### src/hw/io_ports_pkg.sv
// Purpose: Constants and types for the bidirectional I/O port block
// Assumes: One access per instruction cycle, issued by the CPU core
// Notes: Latch reset value is a free choice; pins read live anyway
// Contract
// - Port reads return live pin levels, never the output latches.
// - Reset sets every direction bit to one: all pins are inputs.
// - Port A has pins on bits 3..0; bits 7..4 read zero.
// - Port B has eight individually controllable pins.
// - Port C is pins on mid and large variants, storage on smallest.
// - Port D is pins only on the largest variant, storage otherwise.
// - Port E pins on bits 7..4 on largest variant; else storage.
// - Direction-load copies the whole working register into direction.
// - Direction one tristates the pin; zero drives the latch bit.
// - Direction registers are write-only and cannot be read back.
// - Output latches keep the last written value until next write.
// - Every pin direction is set independently by its own bit.
// - Bit set or clear reads pins, modifies bit, writes all latches.
// - Read-modify-write copies input pin levels into their latches.
// - Writes land at cycle end; reads sample pins at cycle start.
package io_ports_pkg;

    // ------------------------------------------------------------
    // Register map
    // ------------------------------------------------------------
    localparam logic [4:0] ADDR_PORT_A = 5'h05;
    localparam logic [4:0] ADDR_PORT_B = 5'h06;
    localparam logic [4:0] ADDR_PORT_C = 5'h07;
    localparam logic [4:0] ADDR_PORT_D = 5'h08;
    localparam logic [4:0] ADDR_PORT_E = 5'h09;
    localparam int NUM_PORTS = 5;
    localparam logic [7:0] DIR_RESET = 8'hff;
    localparam logic [7:0] LATCH_RESET = 8'h00;
    localparam logic [7:0] MASK_A = 8'h0f;
    localparam logic [7:0] MASK_FULL = 8'hff;
    localparam logic [7:0] MASK_E = 8'hf0;

    // ------------------------------------------------------------
    // Variants and operations
    // ------------------------------------------------------------
    typedef enum logic [1:0] {
        VARIANT_SMALL = 2'h0,
        VARIANT_MID = 2'h1,
        VARIANT_LARGE = 2'h3
    } variant_t;

    typedef enum logic [2:0] {
        OP_NONE = 3'h0,
        OP_READ = 3'h1,
        OP_WRITE = 3'h3,
        OP_BIT_SET = 3'h2,
        OP_BIT_CLEAR = 3'h6,
        OP_DIR_LOAD = 3'h7
    } op_t;

    typedef struct packed {
        op_t op;
        logic [4:0] addr;
        logic [2:0] bit_sel;
        logic [7:0] wdata;
    } cpu_req_t;

    typedef struct packed {
        logic valid;
        logic hit;
        logic [7:0] data;
    } cpu_rsp_t;

endpackage

### src/hw/io_ports.sv
// Purpose: Five file-addressed bidirectional ports with direction regs
// Assumes: Pin inputs synchronous to i_clk; one request per cycle
// Notes: Read data answers one cycle after the request
`timescale 1ns/100ps
module io_ports
    import io_ports_pkg::*;
#(
    parameter variant_t VARIANT = VARIANT_LARGE
) (
    // Clock and reset
    input wire logic i_clk,
    input wire logic i_nrst,
    // CPU side
    input wire cpu_req_t i_req,
    output cpu_rsp_t o_rsp,
    // Pins
    input wire logic [39:0] i_pin,
    output logic [39:0] o_pin,
    output logic [39:0] o_pin_oe
);

    initial begin
        if (VARIANT != VARIANT_SMALL && VARIANT != VARIANT_MID &&
            VARIANT != VARIANT_LARGE) begin
            $error("io_ports: unsupported variant");
        end
    end

    // ------------------------------------------------------------
    // Port configuration
    // ------------------------------------------------------------
    // Implemented pin mask per port; zero means storage register
    function automatic logic [7:0] pin_mask(input int idx);
        logic [7:0] m;
        m = 8'h00;
        case (idx)
            0: m = MASK_A;
            1: m = MASK_FULL;
            2: m = (VARIANT != VARIANT_SMALL) ? MASK_FULL : 8'h00;
            3: m = (VARIANT == VARIANT_LARGE) ? MASK_FULL : 8'h00;
            4: m = (VARIANT == VARIANT_LARGE) ? MASK_E : 8'h00;
            default: m = 8'h00;
        endcase
        return m;
    endfunction

    function automatic int port_index(input logic [4:0] addr);
        int i;
        i = -1;
        if (addr == ADDR_PORT_A) begin
            i = 0;
        end else if (addr == ADDR_PORT_B) begin
            i = 1;
        end else if (addr == ADDR_PORT_C) begin
            i = 2;
        end else if (addr == ADDR_PORT_D) begin
            i = 3;
        end else if (addr == ADDR_PORT_E) begin
            i = 4;
        end
        return i;
    endfunction

    // ------------------------------------------------------------
    // State
    // ------------------------------------------------------------
    logic [7:0] latch [NUM_PORTS];
    logic [7:0] dir [NUM_PORTS];
    logic [7:0] store [NUM_PORTS];
    logic [7:0] next_latch [NUM_PORTS];
    logic [7:0] next_dir [NUM_PORTS];
    logic [7:0] next_store [NUM_PORTS];
    cpu_rsp_t next_rsp;
    logic [39:0] next_pin;
    logic [39:0] next_pin_oe;

    always_comb begin
        int idx;
        logic [7:0] m;
        logic [7:0] cur;
        logic [7:0] res;
        idx = port_index(i_req.addr);
        m = 8'h00;
        cur = 8'h00;
        res = 8'h00;
        next_rsp = '0;
        for (int p = 0; p < NUM_PORTS; p++) begin
            next_latch[p] = latch[p];
            next_dir[p] = dir[p];
            next_store[p] = store[p];
        end
        if (idx >= 0 && i_req.op != OP_NONE) begin
            m = pin_mask(idx);
            // Pins sampled now, at the start of the cycle
            if (m != 8'h00) begin
                cur = i_pin[idx*8 +: 8] & m;
            end else begin
                cur = store[idx];
            end
            res = i_req.wdata;
            if (i_req.op == OP_BIT_SET) begin
                res = cur | (8'h01 << i_req.bit_sel);
            end else if (i_req.op == OP_BIT_CLEAR) begin
                res = cur & ~(8'h01 << i_req.bit_sel);
            end
            next_rsp.valid = 1'b1;
            next_rsp.hit = 1'b1;
            // Direction regs are write-only: nothing is returned
            if (i_req.op == OP_READ || i_req.op == OP_BIT_SET ||
                i_req.op == OP_BIT_CLEAR) begin
                next_rsp.data = cur;
            end
            if (i_req.op == OP_WRITE || i_req.op == OP_BIT_SET ||
                i_req.op == OP_BIT_CLEAR) begin
                // On bit set/clear, input-mode latch bits pick up the sampled pin level; a write loads wdata
                if (m != 8'h00) begin
                    next_latch[idx] = res & m;
                end else begin
                    next_store[idx] = res;
                end
            end
            if (i_req.op == OP_DIR_LOAD && m != 8'h00) begin
                next_dir[idx] = i_req.wdata;
            end
        end else if (i_req.op != OP_NONE) begin
            next_rsp.valid = 1'b1;
        end
        for (int p = 0; p < NUM_PORTS; p++) begin
            m = pin_mask(p);
            // One tristates, zero drives the latch
            next_pin[p*8 +: 8] = next_latch[p] & m;
            next_pin_oe[p*8 +: 8] = ~next_dir[p] & m;
        end
    end

    always_ff @(posedge i_clk) begin
        if (!i_nrst) begin
            for (int p = 0; p < NUM_PORTS; p++) begin
                dir[p] <= DIR_RESET;
                latch[p] <= LATCH_RESET;
                store[p] <= LATCH_RESET;
            end
            o_rsp <= '0;
            o_pin <= '0;
            o_pin_oe <= '0;
        end else begin
            for (int p = 0; p < NUM_PORTS; p++) begin
                dir[p] <= next_dir[p];
                latch[p] <= next_latch[p];
                store[p] <= next_store[p];
            end
            o_rsp <= next_rsp;
            o_pin <= next_pin;
            o_pin_oe <= next_pin_oe;
        end
    end

endmodule

### config.mk
export PLATFORM = sky130hd
export DESIGN_NAME = io_ports
export DESIGN_NICKNAME = d
export VERILOG_FILES = /design/src/hw/io_ports_pkg.sv /design/src/hw/io_ports.sv
export SDC_FILE = /design/constraint.sdc
export NUM_CORES = 1
export LEC_CHECK = 0
export BUFFER_PORTS_ARGS = -buffer_cell sky130_fd_sc_hd__buf_4
export CAP_MARGIN = 20
export CORE_MARGIN = 5
export CORE_UTILIZATION = 54
export DETAILED_ROUTE_END_ITERATION = 10
export GPL_ROUTABILITY_DRIVEN = 0
export PLACE_DENSITY_LB_ADDON = 0.12
export SLEW_MARGIN = 20
export SYNTH_ARGS = -nofsm -noshare
export SYNTH_HDL_FRONTEND = slang
export SYNTH_SLANG_ARGS = --single-unit
### constraint.sdc
create_clock -name i_clk -period 2.9 [get_ports i_clk]
set_clock_uncertainty 0.15 [all_clocks]
set_input_delay 0.145 -clock i_clk [delete_from_list [all_inputs] [get_ports i_clk]]
set_output_delay 0.145 -clock i_clk [all_outputs]
set_load 0.02 [all_outputs]
; After elaboration in Yosys (flattened, before gate mapping)
; Memory sizes are Yosys's and may differ from the RTL's.
; Index checks and enable logic that the tools add are counted.
[classes]
order_cmp = 3
n_eq_ne = 14
shift = 2
muxes = 46
bitwise_logic = 26
reduce_logical = 12
[op_table]
columns = op, n
row1 = $mux W40, 8
row2 = $mux W8, 23
row3 = $mux W32, 5
row4 = $bwmux W40, 3
row5 = $eq A32 B2 Y1 const B, 2
row6 = $not A8 Y8, 5
row7 = $shiftx A40 B32 Y8, 1
row8 = $eq A32 B1 Y1 const B, 1
row9 = $eq A32 B3 Y1 const B, 1
row10 = $ge A32 B1 Y1 const B, 1
row11 = $ge A32 B4 Y1 const B, 1
row12 = $logic_not A32 Y1, 1
row13 = $lt A32 B1 Y1 const B, 1
row14 = $not A32 Y32, 1
row15 = $and A8 B8 Y8, 3
row16 = $demux W8 S3, 1
row17 = $pmux W8 S3, 1
row18 = $eq A5 B3 Y1 const B, 3
row19 = $or A1 B1 Y1, 15
row20 = $eq A5 B4 Y1 const B, 2
row21 = $mux W9, 1
row22 = $or A8 B8 Y8, 1
row23 = $reduce_bool A8 Y1, 1
row24 = $shl A1 B3 Y8 const A, 1
row25 = other kinds (10), 20
[totals]
register_bits = 90
ram_bits = 120
in_bits = 61
output_inout_bits = 90
wordCells = 113
memories = 3
[mem_list]
columns = name, words, width, read_ports, rd_ports_with_merged_regs, write_ports, line
row1 = dir, 5, 8, 5, 0, 5, io_ports.sv:68  ; logic [7:0] dir [NUM_PORTS];
row2 = latch, 5, 8, 5, 0, 5, io_ports.sv:67  ; logic [7:0] latch [NUM_PORTS];
row3 = store, 5, 8, 6, 0, 5, io_ports.sv:69  ; logic [7:0] store [NUM_PORTS];

; Logic depth before layout (Yosys ltp)
; Gate-level depths: netlist (run 1).
[depth]
depth_word = 23
ltp_mapped = 8
mapped_depth_nobuf = 5

; Least setup slack after synthesis (run 1)
; Ideal clock, no wire load.
[synth_path]
kind = input to register
startpoint = in i_req[18] in the netlist's numbering
endpoint = reg o_pin_oe[10]
t_arrival_ps = 1659
slack_ps = 976
cell_stages = 6
cell_sequence = buf_2 > nand3_1 > or4_1 > clkbuf_1 > mux2i_1 > and2_1
[synth_between]
elab_chain_cells = 5
word_cells_on_any_way = 7
cone_classes = eq/ne: 1 / mux: 2 / bitwise: 1 / reduce/logical: 3
[synth_lines]
columns = element, line
row1 = from (decl), io_ports.sv:14  ; input wire cpu_req_t i_req,
row2 = $eq A3 B3 Y1, io_ports.sv:122  ; if (i_req.op == OP_DIR_LOAD && m != 8'h00) begin
row3 = $logic_and A1 B1 Y1, io_ports.sv:122
row4 = $mux W40, io_ports.sv:122
row5 = $mux W40 *, io_ports.sv:92  ; if (idx >= 0 && i_req.op != OP_NONE) begin
row6 = $not A8 Y8 *, io_ports.sv:132  ; next_pin_oe[p*8 +: 8] = ~next_dir[p] & m;
row7 = to (signal assigned), io_ports.sv:154  ; o_pin_oe <= next_pin_oe;
row8 = to (decl), io_ports.sv:19  ; output logic [39:0] o_pin_oe
; Every way passes the cells marked *; elsewhere a longest branch is shown, timed or not.
; A chain may end at the register's enable or synchronous reset.

; Worst setup path in the final report (run 1)
[layout_path]
startpoint = in i_req[16] in the netlist's numbering
endpoint = reg o_pin[19]
[layout_between]
elab_chain_cells = 9
word_cells_on_any_way = 15
cone_classes = eq/ne: 3 / mux: 7 / bitwise: 1 / reduce/logical: 4
[layout_lines]
columns = element, line
row1 = $eq A3 B3 Y1, "io_ports.sv:103, io_ports.sv:114"
row2 = $mux W8, io_ports.sv:103  ; end else if (i_req.op == OP_BIT_CLEAR) begin
row3 = $mux W8, io_ports.sv:101  ; if (i_req.op == OP_BIT_SET) begin
row4 = $mux W8, io_ports.sv:92
row5 = $and A8 B8 Y8, io_ports.sv:117  ; next_latch[idx] = res & m;
row6 = $bwmux W40, io_ports.sv:117
row7 = $mux W40, io_ports.sv:116  ; if (m != 8'h00) begin
row8 = $mux W40, io_ports.sv:113  ; if (i_req.op == OP_WRITE || i_req.op == OP_BIT_SET ||
row9 = $mux W40 *, io_ports.sv:92
row10 = to (signal assigned), io_ports.sv:153  ; o_pin <= next_pin;
row11 = to (decl), io_ports.sv:18  ; output logic [39:0] o_pin,
; Every way passes the cells marked *; elsewhere a longest branch is shown, timed or not. The select of a mux whose other input is x is not followed.

==> metrics, run 1 <==
outcome finished, final reports clean; VDD IR max 0.452 mV; Routed Antenna Nets 0; DRT Pass-1 Iters 5; post_cts resized 0; crit path from i_req[16]; synth top area cells dfxtp_1 (48%), mux2i_1 (9.4%), and2_1 (6.2%); total track usage 22.6%; Final min period 2350 ps; flops & latches, synth 114; # port buffers 129; Post-synth top cells dfxtp_1 (114), nand2_1 (56), and2_1 (47); area grow syn2layout 38.2%; H-tree depth 4; Remaining DRCs 0; Ant. Diodes 0; Yosys top cell by area dfxtp_1; Slew Viols, Final 0; crit path launch type input pin; vias in the first global route 3926; post-synthesis async set-or-reset flop share 0%; Cell Area, Synth 4780 sq um; # setup viols final 0; cell area after layout 6610 sq um; nets@finish 701; IO Count 151; FF-to-FF path depth 3; Synth top area share 47.7%; worst r2r dst o_pin[19]$_SDFFE_PN0P_; Synth Flop Type dfxtp_1; Die W 104 microns; crit path kind in -> reg; Worst R2R Setup Slack 1400 ps; initial DRC count 285; total CTS buffers 17; final hold vios 0; count leader, synth dfxtp_1; average wire per standard cell 16.4 microns; max cap viols 0; clock sink total 114; die height 104 microns; worst skew pair latency 500 ps; final WL 12500 microns; power density cells 587 nW/um^2; Ys Warns 0; dpl cells 701; largest buffer count on any clock path 2; initial antenna violation count 0; FMAX 0.426 GHz; cells after synthesis 488; Distinct cells, synth 54; Leak 2.86 nW; Critical Path RT 3100 ps; Slew headroom 46.9%; worst setup path endpoint o_pin[19]$_SDFFE_PN0P_; largest net degree at the start of global routing 60; CTS clk-pin slew, worst paths 60 ps; post-DP HPWL 8520 microns; full die area 10800 sq um; CTS Root Cell clkbuf_8; total power 3.88 mW; Placeable Area 8680 sq um; RR Startpoint store[4][3]$_SDFFE_PN0P_; Initial Util 55.1%; Critical Path Sink Type flop; share of layout cells above drive strength 1 28.6%; Via Count 4128; Cell Rows 34; Layout Cells excl Fill 761; Worst Path Arrival 2550 ps; unrepaired setup endpoints after global routing no; fin crit share 81.0%; Tightest Pin Transition 791 ps; Post-synth EDFFs 0; placed cell area 5740 sq um; mean post-synth cell area 9.79 sq um; first-pass GRT wire length 20000 microns; CTS tree yes; setup_tns 0 ps; routed vias/inst 5.42; critical path fanouts, max 6; total gr overflow 0; class of the worst hold path in -> reg; register area share after synthesis 47.7%
[cells by family after synthesis]
kind of cell	Yosys count	share of synthesized area [%]
AO/OA/AOI/OAI	89	12.2
flip-flops	114	47.7
AND/OR/NAND/NOR	187	24.7
multiplexers	46	9.66
XOR/XNOR	1	0.183
buffers and inverters	50	5.42
other	1	0.0785
[final cells by class]
class	count	area, sq um
Sequential cell	114	2280
Inverter	5	18.8
Clock inverter	14	154
Timing Repair Buffer	163	1290
Tap cell	108	135
Fill cell	605	2070
Clock buffer	18	428
Multi-Input combinational cell	339	2290
[worst min path at each step]
stage                         start               endpoint  slack, ps  cells after the start
after global routing      i_pin[26]    o_rsp[2]$_SDFF_PN0_          7                      3
after global placement     i_req[0]   dir[0][8]$_SDFF_PN1_        280                      3
after CTS                 i_pin[26]    o_rsp[2]$_SDFF_PN0_        0.3                      3
after detailed placement   i_req[0]  dir[0][16]$_SDFF_PN1_        290                      3
after floorplan           i_req[16]    o_rsp[9]$_SDFF_PN0_        130                      1
final                     i_pin[26]    o_rsp[2]$_SDFF_PN0_         10                      3
[worst max-delay path: stages]
cell	delay (ps)
dlygate4sd3_1	550
buf_4	160
nand2b_1	250
nor3b_1	370
a31oi_1	140
dlygate4sd3_1	580
o31ai_1	180
mux2i_1	160
[sequential cells by signal (all words and copies together), names as in the netlist]
register / flops
dir: 32
o_pin: 32
o_pin_oe: 32
o_rsp: 10
store: 8
[stage by stage]
stage / utilization, % / worst slack, ps / hold WS (ps)
after floorplan: - / 976 / 129
after global placement: 66.2 / 577 / 281
after detailed placement: 66.2 / 567 / 287
after CTS: 76.0 / 629 / 0.306
after global routing: 76.1 / 432 / 6.81
final: 76.1 / 551 / 11.8
[power by group]
part           switching, mW  internal (mW)
clock network          0.769           1.25
logic                  0.168          0.117
registers            0.00114           1.57
total                  0.938           2.94
[metal layers]
metal,part of all wire (%),GRT usage [%],vias to the layer above
li1,-,-,1996
met1,41,26.8,1935
met2,50,38.4,169
met3,7.0,6.58,28
met4,2.2,8.60,0
met5,0,0,-
[cell usage in the layout (no fill, tap or decap), drive strengths merged, types with 3 or more instances in the layout]
cell         netlist  routed
o21a               3       3
nand2b             4       4
nand3b            10      10
nand2             58      58
buf               23     135
nand4              3       3
clkinv             0       5
dfxtp            114     114
a21boi             3       3
a22oi              4       4
nor3               4       4
clkinvlp           0       3
and3               6       6
clkbuf            22      18
a221o              3       3
mux2i             45      45
nand3             14      14
conb               1      16
inv                5       9
nor4               8       8
a21o               3       3
a31oi             14      14
a21oi             20      20
o21ai             23      23
nor3b              5       5
and2              47      47
and3b              6       6
o2111ai            4       4
nor2               7       7
dlygate4sd3        0      28
nor2b              8       8
[repair_timing]
| action | CTS | global route |
|---|---|---|
| setup buffers | 0 | 0 |
| hold buffers | 27 | 1 |
| endpoints found under the hold margin | 80 | 1 |
Power figures use the tool's default switching activity.
==> inputs of run 2 (changes only) <==
--- a/config.mk
+++ b/config.mk
@@ -8,7 +8,7 @@
 export BUFFER_PORTS_ARGS = -buffer_cell sky130_fd_sc_hd__buf_4
 export CAP_MARGIN = 20
 export CORE_MARGIN = 5
-export CORE_UTILIZATION = 54
+export CORE_UTILIZATION = 45
 export DETAILED_ROUTE_END_ITERATION = 10
 export GPL_ROUTABILITY_DRIVEN = 0
 export PLACE_DENSITY_LB_ADDON = 0.12
==> constraint.sdc (replaced) <==
create_clock -name i_clk -period 2.1 [get_ports i_clk]
set_clock_uncertainty 0.15 [all_clocks]
set_input_delay 0.105 -clock i_clk [delete_from_list [all_inputs] [get_ports i_clk]]
set_output_delay 0.105 -clock i_clk [all_outputs]
set_load 0.02 [all_outputs]
==> run 2 against run 1 <==
Against the previous run:
- count of clock-buffer cells in the layout rose by 1
- combinational power up 51%
- core utilization shrank 9.8 points
- sequential power rose by 38%
- clock power increased by 33%
- total power increased by 36%
- worst setup slack lost 340 ps
- global-route usage shrank 2.3 points
- non-clock buffer count rose by 28
- critical path depth grew 1
- critical path type unchanged
==> metrics, run 2 (synthesis results as in run 1) <==
Critical Path RT 2410 ps (-690 ps); FMAX 0.531 GHz; Worst path most repeated cell buf_4; final WL 12900 microns (+3.5%); critical path fanouts, max 9 (+3); IO Count 151 (unchanged); Worst Path Arrival 2200 ps (-350 ps); Cell Chain, Critical Path buf_4 > buf_4 > or3b_1 > a21oi_1 > a221oi_1 > dlygate4sd3_1 > buf_4 > a31oi_2 > mux2_2; post-DP HPWL 9260 microns (+8.7%); Placeable Area 10300 sq um (+19%); FF-to-FF path depth 4 (+1); initial DRC count 157 (-45%); vias in the first global route 4193 (+6.8%); Crit-path slowest cell dlygate4sd3_1; max cap viols 0 (unchanged); total power 5.28 mW (+36%); # setup viols final 0 (unchanged); Layout Cells excl Fill 817 (+7.4%); fin util 66.4% (-9.8 points); VDD IR max 0.598 mV (+32%); Initial Util 46.3% (-8.8 points); CTS tree yes; largest net degree at the start of global routing 65 (+8.3%); top flop regs dir x32, o_pin x32, o_pin_oe x32; CTS clk-pin slew, worst paths 60 ps (about the same); Worst R2R Setup Slack 830 ps (-570 ps); CTS Root Cell clkbuf_8; outcome finished, final reports clean; routed vias/inst 5.12 (-5.6%); nets@finish 729 (+4.0%); Final Hold Slack 45.9 ps (+34.1 ps); fin crit share 89.7%; setup_tns 0 ps (unchanged); worst r2r dst o_pin[10]$_SDFFE_PN0P_; power density cells 771 nW/um^2 (+31%); Die W 113 microns (+8.6%); full die area 12800 sq um (+18%); Slew headroom 65.9% (+19 points); commonest non-fill, non-tap cell in the layout buf_4; # port buffers 129 (unchanged); most frequent cells in the layout buf_4 (160), dfxtp_1 (114), nand2_1 (56); Routed Antenna Nets 0 (unchanged); class of the worst hold path in -> reg; max incr delay on CP 570 ps (about the same); crit path kind in -> reg; RR Startpoint store[4][2]$_SDFFE_PN0P_; crit path launch type input pin; Slew Viols, Final 0 (unchanged); die height 113 microns (+8.6%); final hold vios 0 (unchanged); Fill cells 826 (+37%); Via Count 4182 (+1.3%); first-pass GRT wire length 20800 microns (+4.1%); hold_sp i_req[18]; Post-CTS Setup Bufs 0 (unchanged); Final min period 1880 ps; share of layout cells above drive strength 1 31.3% (+2.6 points); Critical Path Sink Type flop; dpl cells 755 (+7.7%); crit-path leading delay family buffers and inverters; total track usage 20.3% (-2.3 points); area grow syn2layout 43.3%; total gr overflow 0 (unchanged); WHS Endpoint o_pin[30]$_SDFFE_PN0P_; Cell Rows 37 (+8.8%); Remaining DRCs 0 (unchanged); total CTS buffers 17 (unchanged); H-tree depth 4 (unchanged); unrepaired setup endpoints after global routing no; Hold Crit Depth 5 (+2); Ant. Diodes 0 (unchanged); worst skew pair latency 510 ps (about the same); DRT Pass-1 Iters 5 (unchanged); Worst Path Buf+Inv 4 (+1); Tightest Pin Transition 512 ps (-279 ps); clock sink total 114 (unchanged); initial antenna violation count 0 (unchanged); Leak 2.98 nW (+4.1%); average wire per standard cell 15.8 microns (-3.6%); largest buffer count on any clock path 2 (unchanged)
[run 2: cell types whose count changed in the layout (fill, tap and decap cells not counted), sizes merged]
cell | previous run | this run
bufinv | 2 | 1
buf | 135 | 161
clkbuf | 18 | 19
clkinv | 5 | 3
clkinvlp | 3 | 5
dlygate4sd3 | 28 | 30
[run 2: layout make-up]
cell class,count,area (sq um),area share (%)
clock buffers,19,432,6.30
clock inverters,13,125,1.83
well taps,136,170,2.48
repair buffers,191,1520,22.2
multi-input cells,339,2300,33.6
flip-flops and latches,114,2280,33.3
inverters,5,18.8,0.274
[run 2: how the worst max path moves through the flow]
| stage | from | cells after the start | slack, ps | to |
|---|---|---|---|---|
| after floorplan | i_req[18] | 6 | 220 | o_pin_oe[10]$_SDFF_PN0_ |
| after global placement | i_req[15] | 6 | 140 | o_pin_oe[8]$_SDFF_PN0_ |
| after detailed placement | i_req[14] | 6 | 110 | o_pin_oe[9]$_SDFF_PN0_ |
| after CTS | i_req[13] | 9 | 110 | o_pin[1]$_SDFFE_PN0P_ |
| after global routing | i_req[13] | 9 | 120 | o_pin[1]$_SDFFE_PN0P_ |
| final | i_req[13] | 9 | 220 | o_pin[1]$_SDFFE_PN0P_ |
[run 2: per-layer routing]
layer  GRT usage [%]  vias to the layer above  part of all wire [%]
li1                -                     2051                     -
met1            24.4                     1941                    42
met2            33.3                      156                    48
met3            5.99                       34                   6.7
met4            10.1                        0                   3.5
met5               0                        -                     0
[run 2: timing repair]
action                                 in CTS  in global routing
endpoints found under the hold margin      97                  0
hold buffers                               30                  0
setup endpoints to repair                   0                  1
gates resized for setup                     0                  1
[run 2: through the flow]
| stage | setup slack (ps) | cell area [sq um] |
|---|---|---|
| 6_report | 216 | 6850 |
| 5_1_grt | 119 | 6850 |
| 4_1_cts | 110 | 6840 |
| 3_5_place_dp | 114 | 5990 |
| 3_3_place_gp | 138 | 5990 |
| 2_1_floorplan | 216 | 4840 |
[run 2: worst min-delay path, cell delays in order]
cell	delay, ps
buf_4	140
a41oi_1	130
o21ai_1	70
buf_4	150
o21ai_1	70
[run 2: where the power goes]
part           total (mW)  leakage (nW)  switching, mW  internal (mW)
logic               0.430          1.80          0.239          0.191
clock network        2.68         0.258           1.07           1.61
registers            2.17         0.920        0.00198           2.17
